<file path="config.mk">
export PLATFORM = sky130hd
export DESIGN_NAME = sir_port
export DESIGN_NICKNAME = d
export VERILOG_FILES = /design/src/rtl/sir_port.v
export VERILOG_INCLUDE_DIRS = /design/src /design/src/shared
export SDC_FILE = /design/constraint.sdc
export NUM_CORES = 1
export LEC_CHECK = 0
export BUFFER_PORTS_ARGS = -buffer_cell sky130_fd_sc_hd__buf_4
export CAP_MARGIN = 20
export CORE_MARGIN = 3
export CORE_UTILIZATION = 51
export CTS_BUF_LIST = sky130_fd_sc_hd__clkbuf_16
export CTS_CLUSTER_DIAMETER = 30
export CTS_CLUSTER_SIZE = 25
export DETAILED_ROUTE_END_ITERATION = 7
export GPL_TIMING_DRIVEN = 0
export PLACE_DENSITY = 0.78
export REMOVE_ABC_BUFFERS = 1
export SLEW_MARGIN = 30
export SYNTH_ARGS = -nofsm -noshare
export SYNTH_HDL_FRONTEND = slang
export SYNTH_SLANG_ARGS = --single-unit
</file>
<file path="constraint.sdc">
create_clock -name CORE_CLK -period 3.02 [get_ports CORE_CLK]
set_input_delay 0.302 -clock CORE_CLK [delete_from_list [all_inputs] [get_ports CORE_CLK]]
set_output_delay 0.302 -clock CORE_CLK [all_outputs]
set_load 0.03 [all_outputs]
</file>
<file path="src/shared/sir_map.vh">
// Purpose: constants for the sensor i2c read port
// Assumes: 25 MHz core clock, apb byte addresses
// Notes: register offsets are local choices
`ifndef SIR_MAP_VH
`define SIR_MAP_VH
// ==========================================================
// apb map
`define SIR_OFF_CTRL 12'h000
`define SIR_OFF_STAT 12'h004
`define SIR_OFF_ADDR 12'h008
`define SIR_OFF_LAST 12'h00c
// ==========================================================
// ctrl fields
`define SIR_CTRL_PROTO 4
`define SIR_CTRL_CA_DIS 5
`define SIR_CTRL_STRETCH 6
`define SIR_CTRL_RST 8'h00
`define SIR_ADDR_RST 7'h35
`define SIR_LAST_RST 8'h16
// ==========================================================
// trigger codes and timing
`define SIR_TRG_PRE_LO 3'b010
`define SIR_TRG_PRE_HI 3'b011
`define SIR_REG_AFTER 8'h05
`define SIR_RST_WAIT_NS 30000
`define SIR_CLK_NS 40
`endif

</file>
<file path="src/rtl/sir_port.v">
// Purpose: i2c target read port of a magnetic sensor with apb control
// Assumes: scl and sda sampled by core_clk, far faster than the bus
// Notes: register contents come from the sensor core via REG_RDATA
//
// The register addresses and the APB slave port are this design's own decisions.
`include "sir_map.vh"
`timescale 1ns/10ps
`default_nettype none
// Operation
// (RL1) two-byte mode addressed start, one-byte at zero
// (RL2) pointer increments after each data byte
// (RL3) reading past map leaves sda released
// (RL4) master nack releases sda until stop
// (RL5) two-byte read: address, trigger/register, data
// (RL6) master sets protocol bit in register 11h
// (RL7) one-byte read sends data after address ack
// (RL8) collision avoidance watches every start and stop
// (RL9) start suppresses interrupt pulses
// (RL10) withheld interrupt released after stop
// (RL11) master should enable collision avoidance with interrupt
// (RL12) stretch scl: converting, read addressed, before ack
// (RL13) read data starts after conversion ends
// (RL14) never stretch during write transfers
// (RL15) stretching in both read modes
// (RL16) four ff/ff/00/00 frames then wait resets device
// (RL17) master reconfigures after bus reset
// (RL18) spike start blocks interrupts until stop
// (RL19) master issues bus reset after power-up
// (RL20) master clears stuck sda by bus reset
// (RL21) master resets bus after own reset
// (RL22) no repeated start supported
// (RL23) trigger bits choose conversion start point
// (RL24) msb first, each byte acknowledged
// (RL25) bus reset frames recognised regardless of address
// (RL26) without avoidance interrupts pass directly
module sir_port #(
  parameter RST_WAIT = (`SIR_RST_WAIT_NS + `SIR_CLK_NS - 1) / `SIR_CLK_NS
) (
  input wire CORE_CLK, // core clock
  input wire RST, // async reset, high
  input wire [11:0] PADDR, // apb address
  input wire PSEL, // apb select
  input wire PENABLE, // apb enable
  input wire PWRITE, // apb direction
  input wire [31:0] PWDATA, // apb write data
  output reg [31:0] PRDATA, // apb read data
  output wire PREADY, // apb ready
  output wire PSLVERR, // apb error
  input wire SCL_I, // scl pin level
  output wire SCL_O, // scl drive value
  output wire SCL_OE, // scl drive enable
  input wire SDA_I, // sda pin level
  output wire SDA_O, // sda drive value
  output wire SDA_OE, // sda drive enable
  input wire [7:0] REG_RDATA, // register contents at REG_ADDR
  output wire [7:0] REG_ADDR, // register pointer
  input wire ADC_BUSY, // conversion running
  output reg ADC_TRIG, // conversion start pulse
  input wire INT_REQ, // conversion-end interrupt request pulse
  output reg INT_PULSE, // interrupt pulse out
  output reg BUS_RESET // one-cycle device reset pulse
);
  localparam S_IDLE = 3'd0;
  localparam S_ADDR = 3'd1;
  localparam S_AACK = 3'd2;
  localparam S_RIDX = 3'd3;
  localparam S_XACK = 3'd4;
  localparam S_SEND = 3'd5;
  localparam S_MACK = 3'd6;
  localparam S_SKIP = 3'd7;
  localparam CW = 16;
  reg [2:0] scl_s_q, sda_s_q;
  reg scl_q, sda_q;
  reg [2:0] st_q;
  reg [3:0] bit_q;
  reg [7:0] sh_q;
  reg [7:0] ptr_q;
  reg rd_q, wr_q, nack_q, drv_q, dval_q, str_q, hold_q;
  reg [2:0] trg_q;
  reg [7:0] ctrl_q;
  reg [6:0] taddr_q;
  reg [7:0] last_q;
  reg block_q, pend_q;
  reg [2:0] rseq_q;
  reg [CW-1:0] rcnt_q;
  reg rwait_q;
  reg [7:0] fbyte_q;
  reg fcnt_q;
  wire scl_f, sda_f, scl_r, scl_fl, start_c, stop_c;
  wire ca_en, str_en, proto1, in_map;
  wire wr_acc;
  // ==========================================================
  // pin sampling: a change counts when stages two and three agree
  always @(posedge CORE_CLK or posedge RST)
    if (RST)
    begin
      scl_s_q <= 3'b111;
      sda_s_q <= 3'b111;
      scl_q <= 1'b1;
      sda_q <= 1'b1;
    end
    else
    begin
      scl_s_q <= {scl_s_q[1:0], SCL_I};
      sda_s_q <= {sda_s_q[1:0], SDA_I};
      if (scl_s_q[1] == scl_s_q[2])
        scl_q <= scl_s_q[2];
      if (sda_s_q[1] == sda_s_q[2])
        sda_q <= sda_s_q[2];
    end
  assign scl_f = (scl_s_q[1] == scl_s_q[2]) ? scl_s_q[2] : scl_q;
  assign sda_f = (sda_s_q[1] == sda_s_q[2]) ? sda_s_q[2] : sda_q;
  assign scl_r = scl_f & ~scl_q;
  assign scl_fl = ~scl_f & scl_q;
  assign start_c = scl_f & scl_q & sda_q & ~sda_f; // RL8
  assign stop_c = scl_f & scl_q & ~sda_q & sda_f; // RL8
  assign ca_en = ~ctrl_q[`SIR_CTRL_CA_DIS];
  assign str_en = ctrl_q[`SIR_CTRL_STRETCH];
  assign proto1 = ctrl_q[`SIR_CTRL_PROTO];
  assign in_map = (ptr_q <= last_q);
  assign REG_ADDR = ptr_q;
  // ==========================================================
  // i2c target engine, msb first
  always @(posedge CORE_CLK or posedge RST)
    if (RST)
    begin
      st_q <= S_IDLE;
      bit_q <= 4'd0;
      sh_q <= 8'h00;
      ptr_q <= 8'h00;
      rd_q <= 1'b0;
      wr_q <= 1'b0;
      nack_q <= 1'b0;
      drv_q <= 1'b0;
      dval_q <= 1'b1;
      str_q <= 1'b0;
      hold_q <= 1'b0;
      trg_q <= 3'd0;
      ADC_TRIG <= 1'b0;
      fbyte_q <= 8'h00;
      fcnt_q <= 1'b0;
    end
    else
    begin
      ADC_TRIG <= 1'b0;
      fcnt_q <= 1'b0;
      if (start_c)
      begin
        // every start restarts addressing; no repeated start kept
        st_q <= S_ADDR; // RL22
        bit_q <= 4'd0;
        drv_q <= 1'b0;
        str_q <= 1'b0;
        nack_q <= 1'b0;
        rd_q <= 1'b0;
        wr_q <= 1'b0;
      end
      else if (stop_c)
      begin
        st_q <= S_IDLE;
        drv_q <= 1'b0;
        str_q <= 1'b0;
        nack_q <= 1'b0; // RL4
        rd_q <= 1'b0;
        wr_q <= 1'b0;
      end
      else
        case (st_q)
          S_IDLE: drv_q <= 1'b0;
          S_ADDR, S_RIDX:
            if (scl_r)
            begin
              sh_q <= {sh_q[6:0], sda_f}; // RL24
              bit_q <= bit_q + 4'd1;
            end
            else if (scl_fl && bit_q == 4'd8)
            begin
              bit_q <= 4'd0;
              if (st_q == S_ADDR)
              begin
                fbyte_q <= sh_q; // RL25
                fcnt_q <= 1'b1;
                if (sh_q[7:1] == taddr_q)
                begin
                  rd_q <= sh_q[0];
                  wr_q <= ~sh_q[0];
                  drv_q <= 1'b1;
                  dval_q <= 1'b0;
                  // stretch only on read address ack
                  str_q <= str_en & sh_q[0] & ADC_BUSY; // RL12 RL14 RL15
                  st_q <= S_AACK;
                end
                else
                  st_q <= S_SKIP;
              end
              else
              begin
                trg_q <= sh_q[7:5]; // RL23
                ptr_q <= {3'd0, sh_q[4:0]}; // RL1
                drv_q <= 1'b1;
                dval_q <= 1'b0;
                st_q <= S_XACK;
              end
            end
          S_AACK:
          begin
            if (str_q && !ADC_BUSY)
              str_q <= 1'b0; // RL13
            if (scl_fl && !str_q)
            begin
              drv_q <= 1'b0;
              if (wr_q || !proto1)
                st_q <= S_RIDX; // RL5
              else
              begin
                ptr_q <= 8'h00; // RL1 RL7
                hold_q <= 1'b1;
                st_q <= S_SEND;
              end
            end
          end
          S_XACK:
            if (scl_fl)
            begin
              drv_q <= 1'b0;
              if (rd_q)
              begin
                if (trg_q == `SIR_TRG_PRE_LO || trg_q == `SIR_TRG_PRE_HI)
                  ADC_TRIG <= 1'b1; // RL23
                hold_q <= 1'b1;
                st_q <= S_SEND;
              end
              else
                st_q <= S_SKIP;
            end
          S_SEND:
          begin
            if (hold_q)
            begin
              hold_q <= 1'b0;
              sh_q <= REG_RDATA;
              drv_q <= in_map & ~nack_q; // RL3 RL4
              dval_q <= REG_RDATA[7];
              bit_q <= 4'd1;
            end
            else if (scl_fl)
            begin
              if (bit_q == 4'd8)
              begin
                drv_q <= 1'b0;
                if (ptr_q[7:0] == `SIR_REG_AFTER && trg_q[2] && rd_q)
                  ADC_TRIG <= 1'b1; // RL23
                ptr_q <= ptr_q + 8'd1; // RL2
                st_q <= S_MACK;
              end
              else
              begin
                dval_q <= sh_q[7 - bit_q[2:0]];
                bit_q <= bit_q + 4'd1;
              end
            end
          end
          S_MACK:
            if (scl_r)
              nack_q <= nack_q | sda_f; // RL4
            else if (scl_fl)
            begin
              hold_q <= 1'b1;
              st_q <= S_SEND;
            end
          default: ;
        endcase
    end
  // released bit: pin floats high rather than driving one
  assign SDA_O = 1'b0;
  assign SDA_OE = drv_q & ~dval_q;
  assign SCL_O = 1'b0;
  assign SCL_OE = str_q; // RL12
  // ==========================================================
  // bus reset sequence ff, ff, 00, 00 then wait
  always @(posedge CORE_CLK or posedge RST)
    if (RST)
    begin
      rseq_q <= 3'd0;
      rwait_q <= 1'b0;
      rcnt_q <= {CW{1'b0}};
      BUS_RESET <= 1'b0;
    end
    else
    begin
      BUS_RESET <= 1'b0;
      if (fcnt_q)
      begin
        if (rseq_q < 3'd2 && fbyte_q == 8'hff)
          rseq_q <= rseq_q + 3'd1; // RL16 RL25
        else if ((rseq_q == 3'd2 || rseq_q == 3'd3) && fbyte_q == 8'h00)
          rseq_q <= rseq_q + 3'd1;
        else if (fbyte_q == 8'hff)
          rseq_q <= 3'd1;
        else
          rseq_q <= 3'd0;
      end
      else if (rseq_q == 3'd4 && stop_c)
      begin
        rseq_q <= 3'd0;
        rwait_q <= 1'b1;
        rcnt_q <= RST_WAIT[CW-1:0];
      end
      else if (rwait_q)
      begin
        if (rcnt_q <= {{(CW-1){1'b0}}, 1'b1})
        begin
          rwait_q <= 1'b0;
          BUS_RESET <= 1'b1; // RL16
        end
        else
          rcnt_q <= rcnt_q - {{(CW-1){1'b0}}, 1'b1};
      end
    end
  // ==========================================================
  // collision avoidance on the interrupt output
  always @(posedge CORE_CLK or posedge RST)
    if (RST)
    begin
      block_q <= 1'b0;
      pend_q <= 1'b0;
      INT_PULSE <= 1'b0;
    end
    else
    begin
      INT_PULSE <= 1'b0;
      if (start_c)
        block_q <= 1'b1; // RL9 RL18
      else if (stop_c)
        block_q <= 1'b0; // RL10
      if (!ca_en)
      begin
        pend_q <= 1'b0;
        INT_PULSE <= INT_REQ; // RL26
      end
      else if ((block_q || start_c) && !stop_c)
      begin
        if (INT_REQ)
          pend_q <= 1'b1; // RL9
      end
      else if (pend_q || INT_REQ)
      begin
        pend_q <= 1'b0;
        INT_PULSE <= 1'b1; // RL10
      end
    end
  // ==========================================================
  // apb slave, zero wait states
  assign PREADY = 1'b1;
  assign PSLVERR = 1'b0;
  assign wr_acc = PSEL & PENABLE & PWRITE;
  always @(posedge CORE_CLK or posedge RST)
    if (RST)
    begin
      ctrl_q <= `SIR_CTRL_RST;
      taddr_q <= `SIR_ADDR_RST;
      last_q <= `SIR_LAST_RST;
    end
    else if (BUS_RESET)
    begin
      ctrl_q <= `SIR_CTRL_RST;
      taddr_q <= `SIR_ADDR_RST;
      last_q <= `SIR_LAST_RST;
    end
    else if (wr_acc)
      case (PADDR)
        `SIR_OFF_CTRL: ctrl_q <= PWDATA[7:0]; // RL6
        `SIR_OFF_ADDR: taddr_q <= PWDATA[6:0];
        `SIR_OFF_LAST: last_q <= PWDATA[7:0];
        default: ;
      endcase
  always @(posedge CORE_CLK or posedge RST)
    if (RST)
      PRDATA <= 32'h0000_0000;
    else if (PSEL && !PENABLE && !PWRITE)
      case (PADDR)
        `SIR_OFF_CTRL: PRDATA <= {24'h000000, ctrl_q};
        `SIR_OFF_STAT: PRDATA <= {16'h0000, ptr_q, block_q, pend_q,
          str_q, nack_q, 1'b0, st_q};
        `SIR_OFF_ADDR: PRDATA <= {25'h0000000, taddr_q};
        `SIR_OFF_LAST: PRDATA <= {24'h000000, last_q};
        default: PRDATA <= 32'h0000_0000;
      endcase
endmodule // sir_port
`default_nettype wire

</file>
==> impl_metrics.yaml <==
cts:
  postCtsResizedCells: 0
  postCtsSetupRepairBufs: 0
  clock-sinks: 113
  clk_pin_slew_worst_paths_ps: 50
  root_buffer: "clkbuf_16"
  clk_latency_ps: 410
  numCtsBuffers: 17
  cts_tree: "yes"
  h-tree-depth: 4
  clock_path_buffers: 2
synth:
  synth_top_area_share_pct: 38.61
  async_flop_share_pct: 100.0
  yosysTopAreaCell: "dfrtp_1"
  yosysSeqAreaShare_pct: 45.29
  netlist_area_um2: 6287
  synthTopCellsByArea: "dfrtp_1 (39%), dfstp_2 (6.7%), nor2_1 (4.5%)"
  yosysWarnings: 0
  yosys.cell_types.count: 67
  ys.flop_type: "dfrtp_1"
  synth-edff-count: 0
  syn-mean-instance-area_um2: 9.614
  ys_ff_latch: 113
  synthCells: 654
worst_setup_path:
  cp_slowest_cell: "dfrtp_1"
  path_cells: "nand3b_1, a21o_1, a21oi_1, nand2_1, a32o_1"
  cp-end-kind: "register"
  start_kind: "register"
  cp.arrival_ps: 2900
  cp_top_family: "simple AND/OR/NAND/NOR gates"
  max_stage_delay_ps: 820
  crit_type: "reg -> reg"
  cp.required_ps: 3320
  path_buf_inv: 0
  cp_max_fo: 23
sta:
  relSlewSlack_pct: 37.71
  skew_ps: 6.852
  tns_ps: 0
  tightestPinTransition_ps: 934.3
  finalCriticalPeriod_ps: 2600
  rsz0062_at_grt: "false"
  min_period_over_period_pct: 86.11
  fin_ws_ps: 419.6
  fmax_mhz: 384.6
  finalHoldViolCount: 0
  slew_violations: 0
  setup_viol: 0
floorplanning:
  fp.dieW_um: 117.0
  core_um2: 11710
  die_area_um2: 13700
  pin_count: 110
  start_util_pct: 53.69
  die_h_um: 117.0
  rows: 39
power:
  power_density_nw_per_um2: 692.8
  vdd_ir_drop_max_uv: 378.5
  power.internal_mw: 3.586
  power_switching_mw: 1.603
  p_leak_nw: 3.533
  power_frac_clock_pct: 42.7
  seq_power_share_pct: 37.4
  swShare_pct: 30.90
  p_comb_share_pct: 19.9
global_routing:
  antenna_found_initial: 0
  grt_pass1_wl_mm: 25.38
  busiest_layer: "met2"
  grt_max_degree: 65
  gr-usage-met1_pct: 31.19
  grt-ovfl-total: 0
  grt_usage_pct: 23.78
  grt_use_met2_pct: 38.15
  grt_pass1_vias: 5079
  gr-usage-met3_pct: 5.553
routing:
  dr.first_iter.drc_count: 511
  wire_per_inst_um: 17.99
  drc_errors: 0
  first_pass_iters: 7
  vias_per_cell: 6.157
  routed_wl_mm: 15.63
  via_count: 5350
  final_antenna_net_count: 0
place:
  dp_slack_ps: 500.9
  dp_hpwl_mm: 10.80
  gp_congestion: 0.9108
  portBuffers: 65
finish:
  ff_latch_area_um2: 2848
  drive_gt1_share_pct: 19.97
  fillers: 952
  areaGrowthSynthToFinish_pct: 19.12
  final_nets: 792
  multi_input_area_um2: 3139
  diodes: 0
run_status:
  status: "finished clean"
hold_path:
  worst_hold_path_type: "in -> reg"
run:
  drv_cap: 0
synth_stat cells, types with 9 or more instances:
library cell / count
xor2_1: 11
nand3_1: 12
buf_4: 20
inv_1: 32
dfrtp_1: 97
nor2_1: 76
mux2_2: 11
nor4_1: 12
clkbuf_1: 24
nand2_1: 52
dfstp_2: 16
a21oi_1: 33
nor3_1: 20
mux2i_1: 23
o21ai_0: 33
a31oi_1: 14
nand4_1: 9
ha_1: 18
power by group through the flow:
stage                     clock, mW  combinational, mW  sequential [mW]
after CTS                      2.23               1.02             1.93
after global routing           2.32               1.15             1.96
after floorplan                   0              0.731             1.86
after detailed placement          0              0.995             1.95
after global placement            0              0.962             1.94
final                          2.21               1.03             1.94
placed cells by master (no fill, tap or decap), types with 11 or more instances in the layout:
cell type  Yosys  routed
dfrtp_1       97      97
nor2_1        76      76
buf_4         20      65
nand2_1       52      52
inv_1         32      33
a21oi_1       33      33
o21ai_0       33      33
mux2i_1       23      23
nor3_1        20      20
conb_1         2      20
ha_1          18      18
clkbuf_16      0      17
dfstp_2       16      16
a31oi_1       14      14
nand3_1       12      12
nor4_1        12      11
xor2_1        11      11
mux2_2        11      11
worst reg2reg max path, stage by stage (launching register included):
cell      delay, ps
dfrtp_1         820
nand3b_1        790
a21o_1          390
a21oi_1         130
nand2_1          80
a32o_1          270
per-stage QoR:
step           hold slack [ps]  cell area, µm²  utilization [%]  power, mW  cells
6_report                 113.2            7490            63.95      5.189    869
5_1_grt                  104.6            7490            63.95      5.424    869
4_1_cts                  99.98            7480            63.87      5.173    868
3_5_place_dp             347.9            6802            58.08      2.940    833
3_3_place_gp             345.3            6763            57.75      2.902    832
2_1_floorplan            306.5            6096                -      2.587    624
registers in the layout (all words and copies together) (netlist names), 2 cells and up:
register,flops
REG_ADDR,8
rseq_q,3
ctrl_q,8
trg_q,2
taddr_q,7
scl_s_q,3
sh_q,8
rcnt_q,16
bit_q,4
PRDATA,16
st_q,3
fbyte_q,8
last_q,8
sda_s_q,3
what timing repair did:
| action | 4_1_cts | 5_1_grt |
|---|---|---|
| setup endpoints to repair | 0 | 0 |
| endpoints found under the hold margin | 25 | 0 |
| hold buffers | 3 | 0 |
cell type report:
class / instances / area share [%]
inverter: 32 / 1.671
clock buffer: 17 / 5.680
timing repair buffer: 70 / 7.350
tap: 143 / 2.389
clock inverter: 15 / 2.974
sequential: 113 / 38.02
multi-input combinational: 479 / 41.91
worst paths after layout:
| path | cells after the start | startpoint | to | slack, ps |
|---|---|---|---|---|
| worst max-delay path | 5 | st_q[2]$_DFFE_PP0P_ | bit_q[3]$_DFFE_PP0P_ | 420 |
| worst min-delay path | 2 | INT_REQ | pend_q$_DFFE_PP0P_ | 110 |
| worst max register to register | 5 | st_q[2]$_DFFE_PP0P_ | bit_q[3]$_DFFE_PP0P_ | 420 |
| worst min register to register | 0 | scl_s_q[0]$_DFF_PP1_ | scl_s_q[1]$_DFF_PP1_ | 350 |
| max in group asynchronous | 4 | RST | sda_s_q[2]$_DFF_PP1_ | 1790 |
| min in group asynchronous | 3 | RST | taddr_q[3]$_DFFE_PP0P_ | 530 |
layer usage:
metal  part of all wire, %  vias to the layer above  routed length (µm)
li1                      -                     2449                   -
met3                   7.0                       44                1102
met2                    47                      255                7315
met1                    43                     2602                6718
met5                     0                        -                   0
met4                   3.2                        0                 498
kinds of logic (layout without fill, tap and decap cells):
logic type                 Yosys count  in the layout  synth area share (%)
AOI/OAI and AO/OA                  143            143                 14.73
xor gates and xnor gates            17             17                 2.368
adders and majority gates           19             19                 3.741
buffers and inverters               80            134                 6.030
DFF                                113            113                 45.29
muxes                               42             42                 8.497
other                                2             20                0.1194
and+or+nand+nor                    238            238                 19.22
(Power assumes the default switching activity.)
